## src/hdl/flash_status_map.svh

```systemverilog
`ifndef FLASH_STATUS_MAP_SVH
`define FLASH_STATUS_MAP_SVH
// Control/status register and its fields.
`define FLASH_CONTROL_STATUS_ADDR       32'hffffe520
`define FLASH_CONTROL_STATUS_WR_ZERO    32'h00000092
`define RB_POS          2
`define MV_POS          3
// Status bit positions in a data word read during an embedded operation.
`define DQ7_POS         7
`define DQ5_POS         5
`define DQ3_POS         3
// Command cycle addresses and data.
`define UNLK_A1         16'h5554
`define UNLK_A2         16'haaa8
`define UNLK_D1         8'haa
`define UNLK_D2         8'h55
`define CMD_RESET       8'hf0
`define CMD_PROG        8'ha0
`define CMD_ERASE       8'h80
`define CMD_CHIP        8'h10
`define CMD_BLOCK       8'h30
`define CMD_IDREAD      8'h90
// Address masks for identification and status reads.
`define ID_ADDR_MASK    32'hffffffa0
`define STAT_ADDR_MASK  32'hfffffffc
// Timing: clock rate, erase window and internal algorithm durations.
`define CLK_MHZ         200
`define WIN_US          50
`define WIN_CYC         (`WIN_US * `CLK_MHZ)
`define PROG_CYC        64
`define ERASE_CYC       256
`define LIMIT_CYC       512
// Controller register offsets.
`define REG_CMD_ADDR    8'h00
`define REG_CMD_DATA    8'h04
`define REG_CTRL        8'h08
`define REG_STAT        8'h0c
`define REG_RDATA       8'h10
`endif

```

## src/hdl/flash_status_pkg.sv

```systemverilog
package flash_status_pkg;
    typedef enum {
        S_READ, S_UNL1, S_UNL2, S_PROG, S_ER4, S_ER5, S_ER6,
        S_ID, S_WIN, S_BPROG, S_BERASE, S_FAIL
    } dev_state_e;
    typedef enum logic [1:0] {OP_WRITE, OP_READ, OP_IDENT, OP_POLL} host_op_e;
    typedef enum {H_IDLE, H_ISSUE, H_WAIT} host_state_e;
    typedef struct packed {
        logic        we;
        logic [31:0] addr;
        logic [31:0] data;
        logic        last;
    } step_s;
endpackage

```

## src/hdl/flash_link_if.sv

```systemverilog
`timescale 1ns/100ps
// One bus cycle per req pulse; the device answers with ack a cycle later.
interface flash_link_if;
    logic        req;
    logic        we;
    logic [31:0] addr;
    logic [31:0] wdata;
    logic [31:0] rdata;
    logic        ack;
    modport dev  (input req, we, addr, wdata, output rdata, ack);
    modport host (output req, we, addr, wdata, input rdata, ack);
endinterface

```

## src/hdl/flash_device_end.sv

```systemverilog
// Operation
// - Identity address has A[4:0] and A6 zero.
// - Identity read twice or more, last valid.
// - Flash returns fixed code, mask returns array.
// - Status readable in operation, then back to read.
// - Status read at target address, A[1:0] zero.
// - Upper sixteen data bits read zero while busy.
// - Programming: bit seven reads complement of data.
// - Erasing: bit seven zero, then one.
// - Failure freezes bit seven; check limit flag too.
// - Polling valid after last command write.
// - Bit five sets when time limit exceeded.
// - Programming one over zero halts, then fails.
// - After failure only software reset unlocks.
// - Block erase opens 50 us window first.
// - Bit three zero in window, one erasing.
// - Each block erase restarts the window.
// - Bit three one after any failure.
// - Ready clears on last write, or window end.
// - Commands ignored while ready bit is zero, except reset after failure.
// - Version bit: flash zero, mask one, rest fixed.
// - Register accessed as whole words, zeros written.
// - After failed erase, issue reset to recover.
//
// Register access over AHB-Lite was decided locally.
`timescale 1ns/100ps
`include "flash_status_map.svh"
module flash_device_end
    import flash_status_pkg::*;
#(
    parameter logic [15:0] WIN_CYCLES   = 16'(`WIN_CYC),
    parameter logic [15:0] PROG_CYCLES  = 16'(`PROG_CYC),
    parameter logic [15:0] ERASE_CYCLES = 16'(`ERASE_CYC),
    parameter logic [15:0] LIMIT_CYCLES = 16'(`LIMIT_CYC),
    parameter logic        MASK_VERSION = 1'b0,
    parameter logic [15:0] ID_CODE      = 16'h0042 // Arbitrary value.
) (
    input  wire logic  clk,
    input  wire logic  resetn,
    flash_link_if.dev  link,
    input  wire logic  fault_inject,
    output logic       ready_out
);
    logic [31:0] mem [64];
    dev_state_e  state;
    dev_state_e  next_state;
    logic [15:0] cnt;
    logic [15:0] target;
    logic [1:0]  blk_sel;
    logic [5:0]  prog_idx;
    logic [31:0] prog_val;
    logic        fail_pend;
    logic        data_poll_flag;
    logic        timing_limit_flag;
    logic        erase_window_flag;
    logic        ready_busy_flag;
    logic        aw;
    logic        csr_hit;
    logic        done;
    logic        restart;
    logic        embedded;
    logic [5:0]  widx;
    logic [1:0]  blk_hit;
    logic [31:0] flash_ctl_status_reg;

    // A command write to the array at the given address and data.
    function automatic logic cyc(input logic [15:0] a, input logic [7:0] d);
        return aw && link.addr[15:0] == a && link.wdata[7:0] == d;
    endfunction

    // Bus decode; register writes are not command cycles.
    assign csr_hit  = link.addr == `FLASH_CONTROL_STATUS_ADDR;
    assign aw       = link.req && link.we && !csr_hit;
    assign widx     = link.addr[7:2];
    assign blk_hit  = link.addr[7] ? 2'b10 : 2'b01;
    assign embedded = state inside {S_WIN, S_BPROG, S_BERASE, S_FAIL};
    assign done     = cnt == target - 16'd1;
    assign restart  = state == S_WIN && aw;
    assign ready_out = ready_busy_flag;

    // Duration of the current timed state; a pending failure runs to limit.
    always_comb begin
        if (state == S_WIN) begin
            target = WIN_CYCLES;
        end else if (fail_pend) begin
            target = LIMIT_CYCLES;
        end else if (state == S_BPROG) begin
            target = PROG_CYCLES;
        end else begin
            target = ERASE_CYCLES;
        end
    end

    // Command sequencer. Busy states take no command but the unlock reset.
    always_comb begin
        next_state = state;
        unique case (state)
            S_READ:   if (cyc(`UNLK_A1, `UNLK_D1)) next_state = S_UNL1;
            S_UNL1:   if (aw) next_state = cyc(`UNLK_A2, `UNLK_D2) ? S_UNL2
                                                                   : S_READ;
            S_UNL2: begin
                if (cyc(`UNLK_A1, `CMD_PROG)) begin
                    next_state = S_PROG;
                end else if (cyc(`UNLK_A1, `CMD_ERASE)) begin
                    next_state = S_ER4;
                end else if (cyc(`UNLK_A1, `CMD_IDREAD)) begin
                    next_state = S_ID;
                end else if (aw) begin
                    next_state = S_READ;
                end
            end
            S_PROG:   if (aw) next_state = S_BPROG;
            S_ER4:    if (aw) next_state = cyc(`UNLK_A1, `UNLK_D1) ? S_ER5
                                                                   : S_READ;
            S_ER5:    if (aw) next_state = cyc(`UNLK_A2, `UNLK_D2) ? S_ER6
                                                                   : S_READ;
            S_ER6: begin
                if (cyc(`UNLK_A1, `CMD_CHIP)) begin
                    next_state = S_BERASE;
                end else if (aw && link.wdata[7:0] == `CMD_BLOCK) begin
                    next_state = S_WIN;
                end else if (aw) begin
                    next_state = S_READ;
                end
            end
            S_ID:     if (aw && link.wdata[7:0] == `CMD_RESET) begin
                next_state = S_READ;
            end
            S_WIN: begin
                if (aw) begin
                    next_state = link.wdata[7:0] == `CMD_BLOCK ? S_WIN
                                                               : S_READ;
                end else if (done) begin
                    next_state = S_BERASE;
                end
            end
            S_BPROG, S_BERASE: begin
                if (done) next_state = fail_pend ? S_FAIL : S_READ;
            end
            S_FAIL:   if (aw && link.wdata[7:0] == `CMD_RESET) begin
                next_state = S_READ;
            end
        endcase
    end

    // State register.
    always_ff @(posedge clk or negedge resetn) begin
        if (!resetn) begin
            state <= S_READ;
        end else begin
            state <= next_state;
        end
    end

    // Cycle counter for window, algorithm and limit; restarts on each entry.
    always_ff @(posedge clk or negedge resetn) begin
        if (!resetn) begin
            cnt <= 16'h0000;
        end else if (next_state != state || restart) begin
            cnt <= 16'h0000;
        end else begin
            cnt <= cnt + 16'd1;
        end
    end

    // Target capture. Programming a one over a zero can never succeed, so
    // it is marked failing at once and left to run out the limit.
    always_ff @(posedge clk or negedge resetn) begin
        if (!resetn) begin
            fail_pend <= 1'b0;
            prog_idx  <= 6'h00;
            prog_val  <= 32'h00000000;
            blk_sel   <= 2'b00;
        end else if (state == S_PROG && next_state == S_BPROG) begin
            prog_idx  <= widx;
            prog_val  <= link.wdata;
            fail_pend <= |(~mem[widx] & link.wdata);
        end else if (state == S_ER6 && next_state == S_WIN) begin
            blk_sel   <= blk_hit;
            fail_pend <= 1'b0;
        end else if (state == S_ER6 && next_state == S_BERASE) begin
            blk_sel   <= 2'b11;
            fail_pend <= 1'b0;
        end else if (restart && next_state == S_WIN) begin
            blk_sel   <= blk_sel | blk_hit;
        end else if (state inside {S_BPROG, S_BERASE}) begin
            fail_pend <= fail_pend | fault_inject;
        end
    end

    // Array. Erased cells hold all ones; completed algorithms update it.
    always_ff @(posedge clk or negedge resetn) begin
        if (!resetn) begin
            for (int i = 0; i < 64; i++) mem[i] <= 32'hffffffff;
        end else if (done && !fail_pend && state == S_BPROG) begin
            mem[prog_idx] <= prog_val;
        end else if (done && !fail_pend && state == S_BERASE) begin
            for (int i = 0; i < 64; i++) begin
                if (blk_sel[i / 32]) mem[i] <= 32'hffffffff;
            end
        end
    end

    // Status flags; each is updated on the edge that enters the state that it reports.
    always_ff @(posedge clk or negedge resetn) begin
        if (!resetn) begin
            data_poll_flag    <= 1'b0;
            timing_limit_flag <= 1'b0;
            erase_window_flag <= 1'b0;
            ready_busy_flag   <= 1'b1;
        end else begin
            ready_busy_flag <= !(next_state inside
                                 {S_BPROG, S_BERASE, S_FAIL});
            if (state == S_PROG && next_state == S_BPROG) begin
                data_poll_flag <= ~link.wdata[`DQ7_POS];
            end else if (state == S_ER6 && next_state != S_READ) begin
                data_poll_flag <= 1'b0;
            end
            if (next_state == S_FAIL) begin
                timing_limit_flag <= 1'b1;
                erase_window_flag <= 1'b1;
            end else if (next_state == S_BERASE) begin
                erase_window_flag <= 1'b1;
            end else if (next_state != state) begin
                timing_limit_flag <= 1'b0;
                erase_window_flag <= 1'b0;
            end
        end
    end

    // Register view: only ready and version bits; the mask part is fixed.
    always_comb begin
        flash_ctl_status_reg = 32'h00000000;
        flash_ctl_status_reg[`MV_POS] = MASK_VERSION;
        flash_ctl_status_reg[`RB_POS] = MASK_VERSION | ready_busy_flag;
    end

    // Read answer one cycle after the request. Undefined status bits are
    // driven as zero so that the answer is deterministic.
    always_ff @(posedge clk or negedge resetn) begin
        if (!resetn) begin
            link.ack   <= 1'b0;
            link.rdata <= 32'h00000000;
        end else begin
            link.ack <= link.req;
            if (csr_hit) begin
                link.rdata <= flash_ctl_status_reg;
            end else if (embedded) begin
                link.rdata <= 32'h00000000;
                link.rdata[`DQ7_POS] <= data_poll_flag;
                link.rdata[`DQ5_POS] <= timing_limit_flag;
                link.rdata[`DQ3_POS] <= erase_window_flag;
            end else if (state == S_ID && !MASK_VERSION) begin
                link.rdata <= {16'h0000, ID_CODE};
            end else begin
                link.rdata <= mem[widx];
            end
        end
    end
endmodule

```

## src/flat_wrapper.sv

```systemverilog
// flat-port wrapper written by rule: the top's interface ports become plain ports
module flash_device_end_flat import flash_status_pkg::*;
#(
    parameter logic [15:0] WIN_CYCLES   = 16'(`WIN_CYC),
    parameter logic [15:0] PROG_CYCLES  = 16'(`PROG_CYC),
    parameter logic [15:0] ERASE_CYCLES = 16'(`ERASE_CYC),
    parameter logic [15:0] LIMIT_CYCLES = 16'(`LIMIT_CYC),
    parameter logic        MASK_VERSION = 1'b0,
    parameter logic [15:0] ID_CODE      = 16'h0042                    
)
  (clk, resetn, fault_inject, ready_out, link_req, link_we, link_addr, link_wdata, link_rdata, link_ack);
  flash_link_if link_i ();
  input  wire logic clk;
  input  wire logic resetn;
  input  wire logic fault_inject;
  output logic ready_out;
  input wire logic [$bits(link_i.req)-1:0] link_req;
  input wire logic [$bits(link_i.we)-1:0] link_we;
  input wire logic [$bits(link_i.addr)-1:0] link_addr;
  input wire logic [$bits(link_i.wdata)-1:0] link_wdata;
  output wire logic [$bits(link_i.rdata)-1:0] link_rdata;
  output wire logic [$bits(link_i.ack)-1:0] link_ack;
  assign link_i.req = link_req;
  assign link_i.we = link_we;
  assign link_i.addr = link_addr;
  assign link_i.wdata = link_wdata;
  assign link_rdata = link_i.rdata;
  assign link_ack = link_i.ack;
  flash_device_end #(.WIN_CYCLES(WIN_CYCLES), .PROG_CYCLES(PROG_CYCLES), .ERASE_CYCLES(ERASE_CYCLES), .LIMIT_CYCLES(LIMIT_CYCLES), .MASK_VERSION(MASK_VERSION), .ID_CODE(ID_CODE)) u_core (.clk(clk), .resetn(resetn), .link(link_i), .fault_inject(fault_inject), .ready_out(ready_out));
endmodule
```

## config.mk

```make
export PLATFORM = sky130hd
export DESIGN_NAME = flash_device_end_flat
export DESIGN_NICKNAME = d
export VERILOG_FILES = /design/src/hdl/flash_status_pkg.sv /design/src/hdl/flash_link_if.sv /design/src/hdl/flash_device_end.sv /design/src/flat_wrapper.sv
export VERILOG_INCLUDE_DIRS = /design/src /design/src/hdl
export SDC_FILE = /design/constraint.sdc
export NUM_CORES = 2
export LEC_CHECK = 0
export BUFFER_PORTS_ARGS = -buffer_cell sky130_fd_sc_hd__buf_2
export CAP_MARGIN = 10
export CORE_UTILIZATION = 50
export CTS_CLUSTER_SIZE = 12
export DETAILED_ROUTE_END_ITERATION = 8
export HOLD_SLACK_MARGIN = 0.03
export PLACE_DENSITY = 0.71
export SYNTH_ARGS = -nofsm -noshare
export SYNTH_HDL_FRONTEND = slang
export SYNTH_SLANG_ARGS = --single-unit
```

## constraint.sdc

```tcl
create_clock -name clk -period 4 [get_ports clk]
set_clock_uncertainty 0.05 [all_clocks]
set_input_delay 0.2 -clock clk [delete_from_list [all_inputs] [get_ports clk]]
set_output_delay 0.2 -clock clk [all_outputs]
set_load 0.01 [all_outputs]
```

# Yosys cells after proc, flatten, opt, wreduce, memory -nomap -nowiden
# Cells that the tools add are included.
dict set report word_totals {
  register_bits 2174
  input_bits 69
  out_inout_bits 34
  wordCells 229
}
dict set report op_classes {
  addsub 2
  magnitude_cmp 3
  eq_ne 39
  n_mux 54
  n_bitwise 8
  n_reduce_logical 47
}
# op count
set ops {}
lappend ops {{$mux W2048} 2}
lappend ops {{$bwmux W2048} 1}
lappend ops {{$mux W32} 23}
lappend ops {{$pmux W32 S10} 1}
lappend ops {{$eq A32 B4 Y1 const B} 9}
lappend ops {{$eq A32 B5 Y1 const B} 7}
lappend ops {{$bmux W32 S6} 1}
lappend ops {{$demux W32 S6} 1}
lappend ops {{$eq A32 B3 Y1 const B} 5}
lappend ops {{$eq A32 B2 Y1 const B} 2}
lappend ops {{$eq A8 B8 Y1 const B} 5}
lappend ops {{$and A32 B32 Y32} 1}
lappend ops {{$eq A32 B1 Y1 const B} 1}
lappend ops {{$eq A32 B32 Y1 const B} 1}
lappend ops {{$logic_not A32 Y1} 1}
lappend ops {{$ne A32 B32 Y1} 1}
lappend ops {{$not A32 Y32} 1}
lappend ops {{$reduce_bool A32 Y1} 1}
lappend ops {{$reduce_or A32 Y1} 1}
lappend ops {{$logic_and A1 B1 Y1} 22}
lappend ops {{$add A16 B1 Y16 const B} 1}
lappend ops {{$eq A16 B15 Y1 const B} 1}
lappend ops {{$eq A16 B16 Y1} 1}
lappend ops {{$eq A16 B16 Y1 const B} 1}
lappend ops {{27 further kinds} 62}

# Longest topological paths before layout
dict set report logic_depth {
  word_depth 15
  depth_mapped 15
  depth_no_buf 11
}

# Least setup slack after synthesis
# Ideal clock, no wire load.
dict set report synth_timing {
  path_kind {reg-to-reg}
  startpoint {register u_core.state[29]}
  endpoint {register u_core.mem[1155] (netlist name)}
  setup_time_ps 79
  arrival_time_ps 3717
  required_time_ps 3871
  path_slack_ps 155
  path_stages_with_launch 11
  path_buffers 2
  synth_period_minus_slack_ps 3845
  path_cell_list {dfrtp_1 -> or4_4 -> or4_4 -> nor4_1 -> mux2i_1 -> nand2_1 -> nor4_4 -> buf_8 -> o21ai_4 -> clkbuf_1 -> o21ai_0}
}
dict set report synth_between {
  elab_chain_cells 10
  word_cells_on_any_way 15
  classes_between {add/sub (1); eq/ne (4); mux (4); reduce/logical (6)}
}
# element line_no
set synth_lines {}
lappend synth_lines {{start, declared} flash_device_end.sv:45} ;# dev_state_e state;
lappend synth_lines {{start signal, assigned} flash_device_end.sv:151} ;# state <= next_state;
lappend synth_lines {{$eq A32 B5 Y1} {flash_device_end.sv:87, flash_device_end.sv:195}}
lappend synth_lines {{$mux W9} flash_device_end.sv:87} ;# end else if (state == S_BPROG) begin
lappend synth_lines {{$mux W10} flash_device_end.sv:85} ;# end else if (fail_pend) begin
lappend synth_lines {{$mux W14} flash_device_end.sv:83} ;# if (state == S_WIN) begin
lappend synth_lines {{$sub A14 B1 Y15} flash_device_end.sv:77} ;# assign done = cnt == target - 16'd1;
lappend synth_lines {{$eq A16 B16 Y1} flash_device_end.sv:77}
lappend synth_lines {{$logic_and A1 B1 Y1} {flash_device_end.sv:195, flash_device_end.sv:197}}
lappend synth_lines {{$logic_and A1 B1 Y1, on equally long branches} {flash_device_end.sv:195, flash_device_end.sv:197}}
lappend synth_lines {{$reduce_bool A2 Y1 (no line)} -}
lappend synth_lines {{$reduce_and A2 Y1 (no line)} -}
lappend synth_lines {{end signal, assigned by index} flash_device_end.sv:196} ;# mem[prog_idx] <= prog_val;
lappend synth_lines {{end, declared} flash_device_end.sv:44} ;# logic [31:0] mem [64];
# Several ways; a longest one is shown, not always the timed one.
# A chain may end at the register's enable or synchronous reset.

# Worst setup path after layout
dict set report layout_timing {
  startpoint {input link_addr[4]}
  endpoint {register u_core.fail_pend}
}
dict set report layout_between {
  elab_chain_cells 14
  word_cells_on_any_way 53
  classes_between {eq/ne (7); mux (23); bitwise (3); reduce/logical (20)}
}
# element line_no
set layout_lines {}
lappend layout_lines {{start, declared} flat_wrapper.sv:19} ;# input wire logic [$bits(link_i.addr)-1:0] link_addr;
lappend layout_lines {{$eq A32 B32 Y1 (no line)} -}
lappend layout_lines {{$logic_not A1 Y1} flash_device_end.sv:73} ;# assign aw = link.req && link.we && !csr_hit;
lappend layout_lines {{$logic_and A1 B1 Y1} flash_device_end.sv:73}
lappend layout_lines {{$logic_and A1 B1 Y1 (2 in a row)} flash_device_end.sv:68} ;# return aw && link.addr[15:0] == a && link.wdata[7:0] == d;
lappend layout_lines {{$mux W32} flash_device_end.sv:106} ;# end else if (cyc(`UNLK_A1, `CMD_IDREAD)) begin
lappend layout_lines {{$mux W32} flash_device_end.sv:104} ;# end else if (cyc(`UNLK_A1, `CMD_ERASE)) begin
lappend layout_lines {{$mux W32} flash_device_end.sv:102} ;# if (cyc(`UNLK_A1, `CMD_PROG)) begin
lappend layout_lines {{$pmux W32 S10} flash_device_end.sv:97} ;# unique case (state)
lappend layout_lines {{$eq A32 B5 Y1} flash_device_end.sv:181} ;# end else if (state == S_ER6 && next_state == S_BERASE) begin
lappend layout_lines {{$logic_and A1 B1 Y1} flash_device_end.sv:181}
lappend layout_lines {{$mux W1} flash_device_end.sv:181}
lappend layout_lines {{$mux W1} flash_device_end.sv:178} ;# end else if (state == S_ER6 && next_state == S_WIN) begin
lappend layout_lines {{$mux W1} flash_device_end.sv:174} ;# end else if (state == S_PROG && next_state == S_BPROG) begin
lappend layout_lines {{end signal, assigned} flash_device_end.sv:177} ;# fail_pend <= |(~mem[widx] & link.wdata);
lappend layout_lines {{end signal, assigned} flash_device_end.sv:187} ;# fail_pend <= fail_pend | fault_inject;
lappend layout_lines {{end, declared} flash_device_end.sv:52} ;# logic fail_pend;
# Several ways; a longest one is shown, not always the timed one. The select of a mux whose other input is x is not followed.

==> flow_summary.json <==
{
  "yosys-top-cells-count": "nand2_1 (2168), dfstp_2 (2049), o21ai_0 (1884)",
  "timing.max_slew.rel_slack_pct": 10.9,
  "clkTransAtPathRegs_ns": 0.07,
  "synth_warnings": 0,
  "cts_tree": "built",
  "r2r_slack_ns": 0.07,
  "worstPathMaxFanout": 17,
  "dieWidth_microns": 445,
  "drt_first_pass_iters": 6,
  "dieArea_sq_mm": 0.198,
  "start_util_pct": 50.4,
  "netlist.top_cell.by_area": "dfstp_2",
  "period_share_pct": 104,
  "start_kind": "input pin",
  "finalWorstSetupSlack_ns": -0.147,
  "synth.ff_latch_count": 2174,
  "r2r-end": "u_core.mem[1718]$_DFFE_PN1P_",
  "violations": "setup timing",
  "rows": 162,
  "finalHoldViolCount": 0,
  "postLayoutCoreUtil_pct": 58.2,
  "core_area_sq_mm": 0.195,
  "post-route-min-period_ns": 4.15,
  "synthTopCellsByArea": "dfstp_2 (55%), mux4_2 (10%), o21ai_0 (9.6%), nand2_1 (8.3%), dfrtp_1 (3.2%)",
  "numCtsBuffers": 219,
  "cts.path.max_buffers": 3,
  "status": "complete, but fails checks",
  "dp_slack_ns": -0.335,
  "slew_violations": 0,
  "grt_usage_pct": 31.7,
  "grt_pass1_wl_mm": 470,
  "cp.arrival_ns": 4.85,
  "io_buffers": 102,
  "worstReg2RegStart": "u_core.state[29]$_DFF_PN0_",
  "ant_nets": 0,
  "critPathCaptureType": "register",
  "fin_nets": 9099,
  "grt-ovfl-total": 0,
  "area_growth_pct": 15.5,
  "grt_pass1_vias": 73000,
  "worst_pin_slew_ns": 1.34,
  "vias_per_cell": 6.16,
  "ioPinCount": 103,
  "synth_most_common_cell": "nand2_1",
  "fp.dieH_microns": 445,
  "worstPathRequired_ns": 4.71,
  "ff2ff_path_depth": 12,
  "insertion_delay_ns": 0.89,
  "synth.distinct_cells": 88,
  "synth_edf_count": 0,
  "async_flop_share_pct": 100,
  "p_leak_nw": 42.6,
  "ir_drop_uv": 450,
  "min_path_type": "in -> async",
  "wirelength_mm": 312,
  "drt_iter0_drc": 7518,
  "antenna_found_initial": 11,
  "timing.fmax_ghz": 0.241,
  "ys.flop_type": "dfstp_2",
  "layout-drive-gt1-share_pct": 40.5,
  "drv_cap": 0,
  "rsz0062_at_grt": "false",
  "grt_max_degree": 149,
  "routedWlPerCell_microns": 26.4,
  "cts.sinks": 2174,
  "yosysTopAreaCellShare_pct": 54.8,
  "globalplace.congestion": 0.943,
  "htree_levels": 4,
  "place_hpwl_mm": 209,
  "drc": 0,
  "vias": 72800,
  "cts_root_buf": "clkbuf_16",
  "setup_viol": 1,
  "syn_area_per_cell_sq_um": 11.1,
  "p_per_area_mw_per_mm2": 411,
  "netlist_instances": 8883,
  "synth_area_sq_mm": 0.0982,
  "ys_seq_area_share_pct": 58.0,
  "crit_type": "in -> reg",
  "syn-num-nets": 8953
}
[critical path, stage by stage]
cell and delay (ns):
dlygate4sd3_1 0.54, buf_4 0.26, buf_4 0.23, nor2_2 0.96, a22o_1 0.37, a221oi_1 0.09
buf_4 0.17, a221oi_1 0.32, a21oi_1 0.25, o41ai_2 0.95, a41o_1 0.39, nor2_1 0.09
[per-layer routing]
metal / global-route usage [%] / wire length (microns) / up-vias
li1: - / - / 31400
met1: 41.5 / 120000 / 37000
met2: 47.8 / 141000 / 3498
met3: 7.37 / 29400 / 889
met4: 20.0 / 22200 / 10
met5: 0 / 72 / -
[sequential cells by signal, summed over array words and instances (netlist names), 2 cells and up]
signal             cells
u_core.prog_val       32
u_core.prog_idx        6
u_core.cnt            16
u_core.state          32
u_core.mem          2048
u_core.link.rdata     32
u_core.blk_sel         2
[metrics by stage]
| stage | area [sq um] | cells | TNS [ns] | total power, mW | hold WS, ns |
|---|---|---|---|---|---|
| finish | 113000 | 11800 | -0.147 | 46.7 | 0.0724 |
| floorplan | 98200 | 8883 | 0 | 24.5 | -0.146 |
| global route | 113000 | 11800 | 0 | 47.9 | 0.0826 |
| global placement | 106000 | 11400 | -0.911 | 26.6 | 0.368 |
| detailed placement | 106000 | 11400 | -16.11 | 26.6 | 0.363 |
| CTS | 113000 | 11800 | 0 | 46.8 | 0.0381 |
[how the worst max path moves through the flow]
stage	from	end	cells after the start
after floorplan	u_core.state[29]$_DFF_PN0_	u_core.mem[1155]$_DFFE_PN1P_	10
after global placement	link_addr[5]	u_core.fail_pend$_DFFE_PN0P_	12
after detailed placement	link_addr[2]	u_core.fail_pend$_DFFE_PN0P_	11
after CTS	u_core.state[29]$_DFF_PN0_	u_core.mem[843]$_DFFE_PN1P_	12
after global routing	u_core.state[29]$_DFF_PN0_	u_core.mem[1595]$_DFFE_PN1P_	12
final	link_addr[4]	u_core.fail_pend$_DFFE_PN0P_	12
[cell type report]
cell class / count / area (sq um)
clock buffers: 339 / 6540
fillers: 15500 / 81500
flip-flops and latches: 2174 / 57000
clock inverters: 36 / 440
well taps: 2624 / 3280
multi-input cells: 5868 / 38000
diodes: 5 / 12.5
inverters: 23 / 86.3
repair buffers: 743 / 8150
[report_power, final]
| group | total [mW] | internal (mW) | switching [mW] | leakage [nW] |
|---|---|---|---|---|
| clock | 20.2 | 11.5 | 8.74 | 3.42 |
| combinational | 3.78 | 1.28 | 2.50 | 16.4 |
| sequential | 22.7 | 22.4 | 0.295 | 22.8 |
| total | 46.7 | 35.1 | 11.5 | 42.6 |
[kinds of logic (layout without fill, tap and decap cells)]
kind of cell | after synthesis | count (layout) | share of synthesized area (%)
AND/OR/NAND/NOR | 2648 | 2648 | 10.9
XOR/XNOR | 17 | 17 | 0.152
AO/OA/AOI/OAI | 2522 | 2522 | 14.5
buffers and inverters | 841 | 1141 | 3.70
adder cells (fa/ha/maj) | 1 | 1 | 0.0127
multiplexers | 680 | 680 | 12.8
other | 0 | 5 | 0
flip-flops | 2174 | 2174 | 58.0
[layout by cell type (no fill, tap or decap), types with 95 or more instances in the layout]
cell	Yosys	layout
nor2_1	212	179
mux2i_1	161	159
buf_2	286	95
o21ai_0	1884	1882
buf_4	9	389
buf_12	0	215
dfrtp_1	125	125
clkbuf_16	0	224
dfstp_2	2049	2049
o21ai_1	201	201
nand2_1	2168	2167
mux4_2	452	452
[timing repair]
item                       4_1_cts  5_1_grt
setup endpoints to repair      851     1005
pin swaps                        0        1
gates resized for setup          4        5
hold buffers                    42        0
buffers inserted                 0        8
hold endpoints to repair       132        0
No activity file was read; power rests on OpenSTA's default activity.
